==> config.mk <==
export PLATFORM = sky130hd
export DESIGN_NAME = bcpm_regs
export DESIGN_NICKNAME = d
export VERILOG_FILES = /design/src/shared/bcpm_pkg.sv /design/src/core/bcpm_regs.sv
export VERILOG_INCLUDE_DIRS = /design/src /design/src/shared
export SDC_FILE = /design/constraint.sdc
export NUM_CORES = 1
export LEC_CHECK = 0
export BUFFER_PORTS_ARGS = -buffer_cell sky130_fd_sc_hd__clkbuf_2
export CORE_UTILIZATION = 45
export DETAILED_ROUTE_END_ITERATION = 10
export PLACE_DENSITY_LB_ADDON = 0.25
export RECOVER_POWER = 50
export SLEW_MARGIN = 20
export SYNTH_ARGS = -nofsm -noshare
export SYNTH_HDL_FRONTEND = slang
export SYNTH_SLANG_ARGS = --single-unit
==> constraint.sdc <==
create_clock -name clk -period 1.2 [get_ports clk]
set_input_delay 0.06 -clock clk [delete_from_list [all_inputs] [get_ports clk]]
set_output_delay 0.06 -clock clk [all_outputs]
set_load 0.02 [all_outputs]
==> src/shared/bcpm_map.svh <==
`ifndef BCPM_MAP_SVH
`define BCPM_MAP_SVH
// config dword offsets
`define BCPM_OFF_BRIDGE_CTRL 8'h3c
`define BCPM_OFF_PM_CAP 8'h40
// bridge control field positions
`define BCPM_BC_POISON_BIT 16
`define BCPM_BC_ERRFWD_BIT 17
`define BCPM_BC_ISA_BIT 18
`define BCPM_BC_VGA_BIT 19
`define BCPM_BC_VGA16_BIT 20
`define BCPM_BC_SBR_BIT 22
// power capability constants and defaults
`define BCPM_PM_CAP_ID 8'h01
`define BCPM_PM_NEXT_UP 8'h5c
`define BCPM_PM_NEXT_DN 8'h4c
`define BCPM_PM_REV 3'h3
`define BCPM_PM_DSI_RST 1'h0
`define BCPM_PM_AUX_RST 3'h7
`define BCPM_PM_D1_RST 1'h1
`define BCPM_PM_D2_RST 1'h1
`define BCPM_PM_PME_RST 5'h1f
// vga windows
`define BCPM_VGA_MEM_LO 32'h000a0000
`define BCPM_VGA_MEM_HI 32'h000bffff
`define BCPM_VGA_IO_A_LO 10'h3b0
`define BCPM_VGA_IO_A_HI 10'h3bb
`define BCPM_VGA_IO_B_LO 10'h3c0
`define BCPM_VGA_IO_B_HI 10'h3df
// legacy alias window inside each 1KB block
`define BCPM_ISA_ALIAS_LO 10'h100
`define BCPM_IO_64K_LIMIT 32'h0000ffff
`endif

==> src/shared/bcpm_pkg.sv <==
package bcpm_pkg;
   // loader overrides for the power capability fields
   typedef struct packed {
      logic dev_init;
      logic [2:0] aux_current;
      logic d1_support;
      logic d2_support;
      logic [4:0] pme_support;
   } bcpm_pm_fields_type;

   // writable bridge control bits
   typedef struct packed {
      logic poison_report_en;
      logic secondary_error_forward_en;
      logic legacy_io_alias_en;
      logic vga_en;
      logic vga_16bit_decode;
      logic bus_reset;
   } bcpm_bctl_type;

   // one address lookup from the forwarding path
   typedef struct packed {
      logic valid;
      logic is_io;
      logic [31:0] addr;
   } bcpm_lookup_type;

   // whole module state
   typedef struct packed {
      bcpm_bctl_type bctl;
      bcpm_pm_fields_type pm;
      logic [31:0] rd_data;
      logic rd_valid;
      logic [3:0] port_reset;
      logic claim_down;
      logic claim_up;
      logic claim_vga;
      logic claim_valid;
      logic poison_report;
      logic error_forward;
   } bcpm_state_type;
endpackage

==> src/core/bcpm_regs.sv <==
`timescale 1ns/1ps
`include "bcpm_map.svh"
module bcpm_regs
   import bcpm_pkg::*;
(
   // clock and reset
   input wire logic clk,
   input wire logic rst_b,
   // port identity
   input wire logic is_upstream,
   // configuration access
   input wire logic cfg_wr,
   input wire logic cfg_rd,
   input wire logic [7:0] cfg_addr,
   input wire logic [3:0] cfg_be,
   input wire logic [31:0] cfg_wdata,
   output logic [31:0] cfg_rdata,
   output logic cfg_rvalid,
   // loader override
   input wire logic load_wr,
   input wire bcpm_pm_fields_type load_data,
   // forwarding path
   input wire bcpm_lookup_type lookup,
   input wire logic [31:0] io_base,
   input wire logic [31:0] io_limit,
   input wire logic poisoned_rx,
   input wire logic error_msg_rx,
   output logic claim_valid,
   output logic claim_down,
   output logic claim_up,
   output logic claim_vga,
   output logic poison_report,
   output logic error_forward,
   // reset toward attached devices
   output logic [3:0] port_reset
);

   bcpm_state_type state_reg;
   bcpm_state_type state_next;

   // read images of both dwords
   logic [31:0] bctl_img;
   logic [31:0] pm_img;
   logic in_range;
   logic isa_alias;
   logic vga_io_hit;
   logic vga_mem_hit;
   logic [9:0] io10;

   always_comb begin
      bctl_img = 32'h0; // legacy and reserved bits stay zero
      bctl_img[`BCPM_BC_POISON_BIT] = state_reg.bctl.poison_report_en;
      bctl_img[`BCPM_BC_ERRFWD_BIT] = state_reg.bctl.secondary_error_forward_en;
      bctl_img[`BCPM_BC_ISA_BIT] = state_reg.bctl.legacy_io_alias_en;
      bctl_img[`BCPM_BC_VGA_BIT] = state_reg.bctl.vga_en;
      bctl_img[`BCPM_BC_VGA16_BIT] = state_reg.bctl.vga_16bit_decode;
      bctl_img[`BCPM_BC_SBR_BIT] = state_reg.bctl.bus_reset;
   end

   // capability dword; pointer follows the port role
   always_comb begin
      pm_img = 32'h0; // pme clock and reserved bit 20 read zero
      pm_img[7:0] = `BCPM_PM_CAP_ID;
      pm_img[15:8] = is_upstream ? `BCPM_PM_NEXT_UP : `BCPM_PM_NEXT_DN;
      pm_img[18:16] = `BCPM_PM_REV;
      pm_img[21] = state_reg.pm.dev_init;
      pm_img[24:22] = state_reg.pm.aux_current;
      pm_img[25] = state_reg.pm.d1_support;
      pm_img[26] = state_reg.pm.d2_support;
      pm_img[31:27] = state_reg.pm.pme_support;
   end

   // address decode for the forwarding path
   always_comb begin
      io10 = lookup.addr[9:0];
      in_range = (lookup.addr >= io_base) && (lookup.addr <= io_limit);
      // top 768 bytes of each 1KB block in the first 64KB
      isa_alias = (lookup.addr <= `BCPM_IO_64K_LIMIT) && (io10 >= `BCPM_ISA_ALIAS_LO);
      // 10-bit decode aliases every 1KB; 16-bit needs upper bits zero
      vga_io_hit = ((io10 >= `BCPM_VGA_IO_A_LO && io10 <= `BCPM_VGA_IO_A_HI)
                   || (io10 >= `BCPM_VGA_IO_B_LO && io10 <= `BCPM_VGA_IO_B_HI))
                   && (!state_reg.bctl.vga_16bit_decode
                       || lookup.addr[31:10] == 22'h0);
      vga_mem_hit = (lookup.addr >= `BCPM_VGA_MEM_LO)
                    && (lookup.addr <= `BCPM_VGA_MEM_HI);
   end

   // next state
   always_comb begin
      state_next = state_reg;
      state_next.rd_valid = 1'b0;
      // only bits 23:16 hold writable fields; byte lane 2 gates them
      if (cfg_wr && cfg_addr == `BCPM_OFF_BRIDGE_CTRL && cfg_be[2]) begin
         state_next.bctl.poison_report_en = cfg_wdata[`BCPM_BC_POISON_BIT];
         state_next.bctl.secondary_error_forward_en = cfg_wdata[`BCPM_BC_ERRFWD_BIT];
         state_next.bctl.legacy_io_alias_en = cfg_wdata[`BCPM_BC_ISA_BIT];
         state_next.bctl.vga_en = cfg_wdata[`BCPM_BC_VGA_BIT];
         state_next.bctl.vga_16bit_decode = cfg_wdata[`BCPM_BC_VGA16_BIT];
         state_next.bctl.bus_reset = cfg_wdata[`BCPM_BC_SBR_BIT];
      end
      // capability dword ignores config writes; only the loader changes it
      if (load_wr) begin
         state_next.pm = load_data;
      end
      if (cfg_rd) begin
         state_next.rd_valid = 1'b1;
         case (cfg_addr)
            `BCPM_OFF_BRIDGE_CTRL: state_next.rd_data = bctl_img;
            `BCPM_OFF_PM_CAP: state_next.rd_data = pm_img;
            default: state_next.rd_data = 32'h0;
         endcase
      end
      // upstream drives all downstream resets, downstream only its own
      if (is_upstream) begin
         state_next.port_reset = {4{state_reg.bctl.bus_reset}};
      end else begin
         state_next.port_reset = {3'h0, state_reg.bctl.bus_reset};
      end
      // lookup answer one cycle after the request
      state_next.claim_valid = lookup.valid;
      state_next.claim_down = 1'b0;
      state_next.claim_up = 1'b0;
      state_next.claim_vga = 1'b0;
      if (lookup.valid) begin
         if (lookup.is_io) begin
            if (in_range && state_reg.bctl.legacy_io_alias_en && isa_alias) begin
               state_next.claim_up = 1'b1;
            end else if (in_range) begin
               state_next.claim_down = 1'b1;
            end
            state_next.claim_vga = state_reg.bctl.vga_en && vga_io_hit;
         end else begin
            state_next.claim_vga = state_reg.bctl.vga_en && vga_mem_hit;
         end
      end
      // error gating is a registered pulse per received event
      state_next.poison_report = poisoned_rx && state_reg.bctl.poison_report_en;
      state_next.error_forward = error_msg_rx
                                 && state_reg.bctl.secondary_error_forward_en;
   end

   // state register
   always_ff @(posedge clk or negedge rst_b) begin
      if (!rst_b) begin
         state_reg <= '0;
         state_reg.pm.dev_init <= `BCPM_PM_DSI_RST;
         state_reg.pm.aux_current <= `BCPM_PM_AUX_RST;
         state_reg.pm.d1_support <= `BCPM_PM_D1_RST;
         state_reg.pm.d2_support <= `BCPM_PM_D2_RST;
         state_reg.pm.pme_support <= `BCPM_PM_PME_RST;
      end else begin
         state_reg <= state_next;
      end
   end

   // outputs straight from the state flops
   assign cfg_rdata = state_reg.rd_data;
   assign cfg_rvalid = state_reg.rd_valid;
   assign claim_valid = state_reg.claim_valid;
   assign claim_down = state_reg.claim_down;
   assign claim_up = state_reg.claim_up;
   assign claim_vga = state_reg.claim_vga;
   assign poison_report = state_reg.poison_report;
   assign error_forward = state_reg.error_forward;
   assign port_reset = state_reg.port_reset;
endmodule

==> flow_summary.toml, run 1 <==
[cts]
numCtsBuffers = 5
clock_latency_ns = 0.30
clockRootBuffer = "clkbuf_8"
clkTransAtPathRegs_ns = 0.08
cts.sink_count = 44
cts_tree = "yes"
cts_max_level = 2
clk_path_buf_depth = 2

[critical_path]
critPathArrivalTime_ns = 1.74
required_ns = 1.42
slowest_delay_ns = 0.36
cp-start-kind = "input pin"
crit_buf_inv = 2
crit_path_end_kind = "register"
crit_chain = "clkbuf_2 > inv_1 > ha_4 > a21o_1 > a221o_1 > a221oi_2 > a22oi_1 > a31oi_1 > nor3b_2"
cp_top_family = "compound AO/OA/AOI/OAI gates"
path_class = "in -> reg"
cpMaxStageDelayCell = "a221o_1"
worstPathMaxFanout = 2

[routing]
antenna_left = 0
drtIter0Drc = 118
vias_per_cell = 5.03
vias = 3511
totalWireLength_um = 9890
route.detailed.drc = 0
first_pass_iters = 5
wl_per_cell_um = 14.2

[yosys]
synth_area_per_cell_sq_um = 9.45
yosys-top-cells-area = "dfrtp_1, ha_1, dfstp_2"
synth.distinct_cells = 49
ys_ff_latch = 44
ys.flop_type = "dfrtp_1"
synth_common_cells = "inv_1, ha_1, dfrtp_1"
yosysMostFrequentCell = "inv_1"
yosys.area.top_type = "dfrtp_1"
ys_seq_area_share_pct = 31.8
synth_top_area_share_pct = 24.3
synth_edf_count = 0
syn-cell-area_sq_mm = 0.00351
synthArstFlopShare_pct = 100
synth_cells = 371
yosysWarnings = 0

[timing]
setup_ws_ns = -0.318
finalCriticalPeriod_ns = 1.52
tightest_slew_ns = 0.579
finalCritPeriodShare_pct = 127
max_freq_mhz = 659
whs_ns = 0.00858
fin_skew_ns = 0.00729
hold_violations = 0
finalSetupViolCount = 2
max_slew_margin_pct = 61.4
slew_viol_final = 0
grt_setup_unrepaired = "yes"

[power_and_ir_drop]
p_int_mw = 2.88
p_sw_share_pct = 28.1
power_frac_seq_pct = 39.5
power.density_mw_per_mm2 = 753
p_clk_share_pct = 29.5
total_power_mw = 4.01
cellLeakagePower_nw = 2.96
vdd_drop_max_uv = 437
power_frac_comb_pct = 31.1
p_switching_mw = 1.13

[min_path]
holdCritPathClass = "in -> reg"

[job]
maxCapViolCount = 0

[global_routing]
grt_antenna_before_repair = 0
grt_pass1_vias = 3610
grtUsageTotal_pct = 24.2
overflow = 0
grt_pass1_wl_um = 16000
grt_max_degree = 45

[status]
outcome = "finished with violations"
failed_checks = "negative setup slack"

[floorplan]
die_w_um = 90.3
dieArea_sq_mm = 0.00815
boundaryPins = 204
coreArea_sq_mm = 0.00741
core.rowCount = 31
die_y_um = 90.3
start_util_pct = 47.3

[layout]
diodes = 0
stdcell_count = 698
fin_util_pct = 71.9
syn_to_final_growth_pct = 51.9
layout-drive-gt1-share_pct = 46.7
nNetsFinal = 823

[placement]
dp_cells = 670
place_congestion = 0.815
dp_hpwl_um = 7780
portBuffers = 163
==> metrics by stage <==
| step | worst slack [ns] | area, sq um | TNS, ns |
|---|---|---|---|
| 6_report | -0.318 | 5330 | -0.611 |
| 5_1_grt | -0.402 | 5330 | -0.760 |
| 4_1_cts | -0.272 | 5270 | -0.524 |
| 3_5_place_dp | -0.749 | 4740 | -3.06 |
| 3_3_place_gp | -0.741 | 4740 | -3.10 |
| 2_1_floorplan | -0.504 | 3580 | -1.46 |
==> placed cells by master, fill, tap and decap left out, drive strengths merged, types with 3 or more instances in the layout <==
master         n
ha            64
nand2         16
a21oi         24
and2           5
clkbuf       169
buf           49
dfstp         10
inv           70
a22o          11
dlygate4sd3   18
and4           5
nor4           9
nand3         13
nor3           4
mux2          17
a211oi         3
conb          11
o21ai         13
nand4         13
a21o           7
nand2b         3
nor2           6
dfrtp         34
==> layer usage <==
| layer | track usage (%) | part of all wire, % |
|---|---|---|
| met1 | 27.4 | 40 |
| met3 | 2.69 | 4.2 |
| met4 | 5.11 | 1.1 |
| met5 | 0 | 0 |
| met2 | 47.8 | 55 |
==> layout make-up <==
cell class              count  area, sq um
multi-input cells         247         2290
fillers                   610         2080
repair buffers            230         1410
flip-flops and latches     44         1110
inverters                  70          270
well taps                  99          124
clock buffers               6         82.6
clock inverters             2         38.8
==> final timing paths <==
| path | startpoint | endpoint | slack, ns | cells after the start |
|---|---|---|---|---|
| setup / recovery | io_limit[17] | claim_down | -0.32 | 9 |
| hold / removal | load_data[3] | pm_img[30] | 0.009 | 2 |
| setup reg to reg | bctl_img[18] | claim_up | 0.07 | 4 |
| hold reg to reg | bctl_img[22] | port_reset[0] | 0.44 | 0 |
| max in group asynchronous | rst_b | bctl_img[19] | 0.40 | 3 |
| min in group asynchronous | rst_b | cfg_rdata[29] | 0.41 | 3 |
==> power groups by stage <==
stage / Sequential, mW / Combinational (mW) / Clock [mW]
4_1_cts: 1.58 / 1.20 / 1.21
2_1_floorplan: 1.62 / 0.527 / 0
3_5_place_dp: 1.61 / 1.06 / 0
6_report: 1.58 / 1.25 / 1.18
3_3_place_gp: 1.61 / 1.01 / 0
5_1_grt: 1.59 / 1.38 / 1.27
==> worst reg2reg max path: stages, from the launching register on <==
cell     delay (ns)
dfrtp_1        0.38
nor4b_1        0.23
o21ai_0        0.13
nor2_1         0.16
and3b_1        0.17
==> sequential cells by signal, indices dropped and copies added (netlist names) <==
register	cells
bctl_img	6
cfg_rdata	18
cfg_rvalid	1
claim_down	1
claim_up	1
claim_valid	1
claim_vga	1
error_forward	1
pm_img	11
poison_report	1
port_reset	2
==> cells by family (layout without fill, tap and decap cells) <==
kind of cell / count (synthesis) / in the layout / share of synthesized area (%)
other: 1 / 11 / 0.107
buffers and inverters: 90 / 308 / 11.4
and+or+nand+nor: 83 / 83 / 14.3
adders and majority gates: 64 / 64 / 22.8
DFF: 44 / 44 / 31.8
muxes: 17 / 17 / 5.46
AOI/OAI and AO/OA: 72 / 72 / 14.1
==> repair_timing <==
action                                 in CTS  in global routing
buffers inserted                            2                  0
pin swaps                                  16                  8
setup endpoints to repair                   2                  2
resized for setup                          31                  8
cloned                                      0                  0
endpoints found under the hold margin      59                  2
hold buffers                               16                  2
Power figures use the tool's default switching activity.
==> inputs of run 2 (changes only) <==
--- a/config.mk
+++ b/config.mk
@@ -11,6 +11,7 @@
 export DETAILED_ROUTE_END_ITERATION = 10
 export PLACE_DENSITY_LB_ADDON = 0.25
 export RECOVER_POWER = 50
+export SKIP_CTS_REPAIR_TIMING = 1
 export SLEW_MARGIN = 20
 export SYNTH_ARGS = -nofsm -noshare
 export SYNTH_HDL_FRONTEND = slang
==> run 2 against run 1 <==
  * Final area grew 2.4%
  * Clock skew shrank 0.00076 ns
  * Critical path depth is the same
  * Clock-buffer cell count is the same
  * Total power grew 1.8%
  * Non-clock buffer count shrank 3
  * Sequential share of layout area shrank 0.49 points
  * Hold slack lost 0.0091 ns
  * The flow finishes with violations (negative hold slack, negative setup slack)
==> flow_summary.toml, run 2 (synthesis gave the netlist of run 1 again) <==
[status]
outcome = "finished with violations"
failed_checks = "negative hold slack, negative setup slack"

[timing]
slew_viol_final = 0
hold_violations = 1
grt_setup_unrepaired = "yes"
finalCritPeriodShare_pct = 125
max_freq_mhz = 669
finalSetupViolCount = 2
tightest_slew_ns = 0.579
fin_skew_ns = 0.00652
whs_ns = -0.000564
setup_ws_ns = -0.294
finalCriticalPeriod_ns = 1.49
max_slew_margin_pct = 61.4

[floorplan]
coreArea_sq_mm = 0.00741
dieArea_sq_mm = 0.00815
core.rowCount = 31
boundaryPins = 204
die_w_um = 90.3
start_util_pct = 47.3
die_y_um = 90.3

[layout]
diodes = 0
largest_reg_flops = 18
layout-drive-gt1-share_pct = 49.5
syn_to_final_growth_pct = 55.6
layout_common_cells = "clkbuf_2, inv_1, buf_4, ha_1, dfrtp_1"
final_common_cell = "clkbuf_2"
nNetsFinal = 820

[critical_path]
required_ns = 1.38
crit_path_end_kind = "register"
critPathArrivalTime_ns = 1.67
cp-start-kind = "input pin"
worstPathMaxFanout = 3
path_class = "in -> reg"

[cts]
cts.sink_count = 44
clockRootBuffer = "clkbuf_8"
clk_path_buf_depth = 2
cts_max_level = 2
clock_latency_ns = 0.29
clkTransAtPathRegs_ns = 0.08
numCtsBuffers = 5
cts_tree = "yes"

[routing]
totalWireLength_um = 10300
vias = 3583
first_pass_iters = 4
vias_per_cell = 5.16
route.detailed.drc = 0
drtIter0Drc = 98
wl_per_cell_um = 14.9
antenna_left = 0

[global_routing]
grt_antenna_before_repair = 0
overflow = 0
grt_pass1_wl_um = 14800
grt_pass1_vias = 3433
grtUsageTotal_pct = 22.1
grt_max_degree = 45

[placement]
place_ws_ns = -0.749
dp_hpwl_um = 7780
portBuffers = 163
place_congestion = 0.815

[job]
maxCapViolCount = 0

[power_and_ir_drop]
cellLeakagePower_nw = 2.96
vdd_drop_max_uv = 437
power.density_mw_per_mm2 = 749

[min_path]
holdCritPathClass = "in -> reg"
## run 2: power breakdown
part	total, mW	internal [mW]	switching, mW
clock network	1.18	0.681	0.500
logic	1.32	0.684	0.637
registers	1.58	1.56	0.0260
## run 2: through the flow
step | power [mW] | instances | setup TNS [ns] | utilization [%] | instance area (sq um)
floorplan | 2.14 | 381 | -1.46 | - | 3580
global placement | 2.62 | 670 | -3.10 | 64.0 | 4740
detailed placement | 2.68 | 670 | -3.06 | 64.0 | 4740
CTS | 3.86 | 678 | -0.903 | 65.7 | 4870
global route | 4.32 | 695 | -0.702 | 73.6 | 5450
finish | 4.08 | 695 | -0.587 | 73.6 | 5450
## run 2: critical path: stages
cell and delay (ns):
buf_4 0.13, ha_4 0.26, nand4_1 0.18, nor4_4 0.29, buf_4 0.15, a21bo_2 0.22
nand4_1 0.12, a31oi_1 0.10, nor3b_2 0.16
## run 2: path summary, 6_finish.rpt
path	cells past startpoint	slack [ns]	to	from
max in group asynchronous	3	0.40	bctl_img[19]	rst_b
max reg2reg	4	0.08	claim_up	bctl_img[18]
min reg2reg	0	0.44	port_reset[0]	bctl_img[22]
min	2	-0.0006	pm_img[28]	load_data[1]
min in group asynchronous	3	0.41	cfg_rdata[29]	rst_b
max	9	-0.29	claim_down	lookup[8]
## run 2: per-layer routing
metal	routed length (um)	vias up	share of wire, %	GRT usage (%)
li1	-	1743	-	-
met1	3930	1675	38	26.0
met2	5650	139	55	42.2
met3	440	26	4.3	2.86
met4	314	0	3.0	4.84
met5	0	-	0	0
## run 2: area by class of cell
class / count / area [sq um]
Fill cell: 562 / 1950
Multi-Input combinational cell: 247 / 2430
Clock inverter: 2 / 38.8
Clock buffer: 6 / 82.6
Sequential cell: 44 / 1110
Timing Repair Buffer: 227 / 1400
Inverter: 70 / 270
Tap cell: 99 / 124
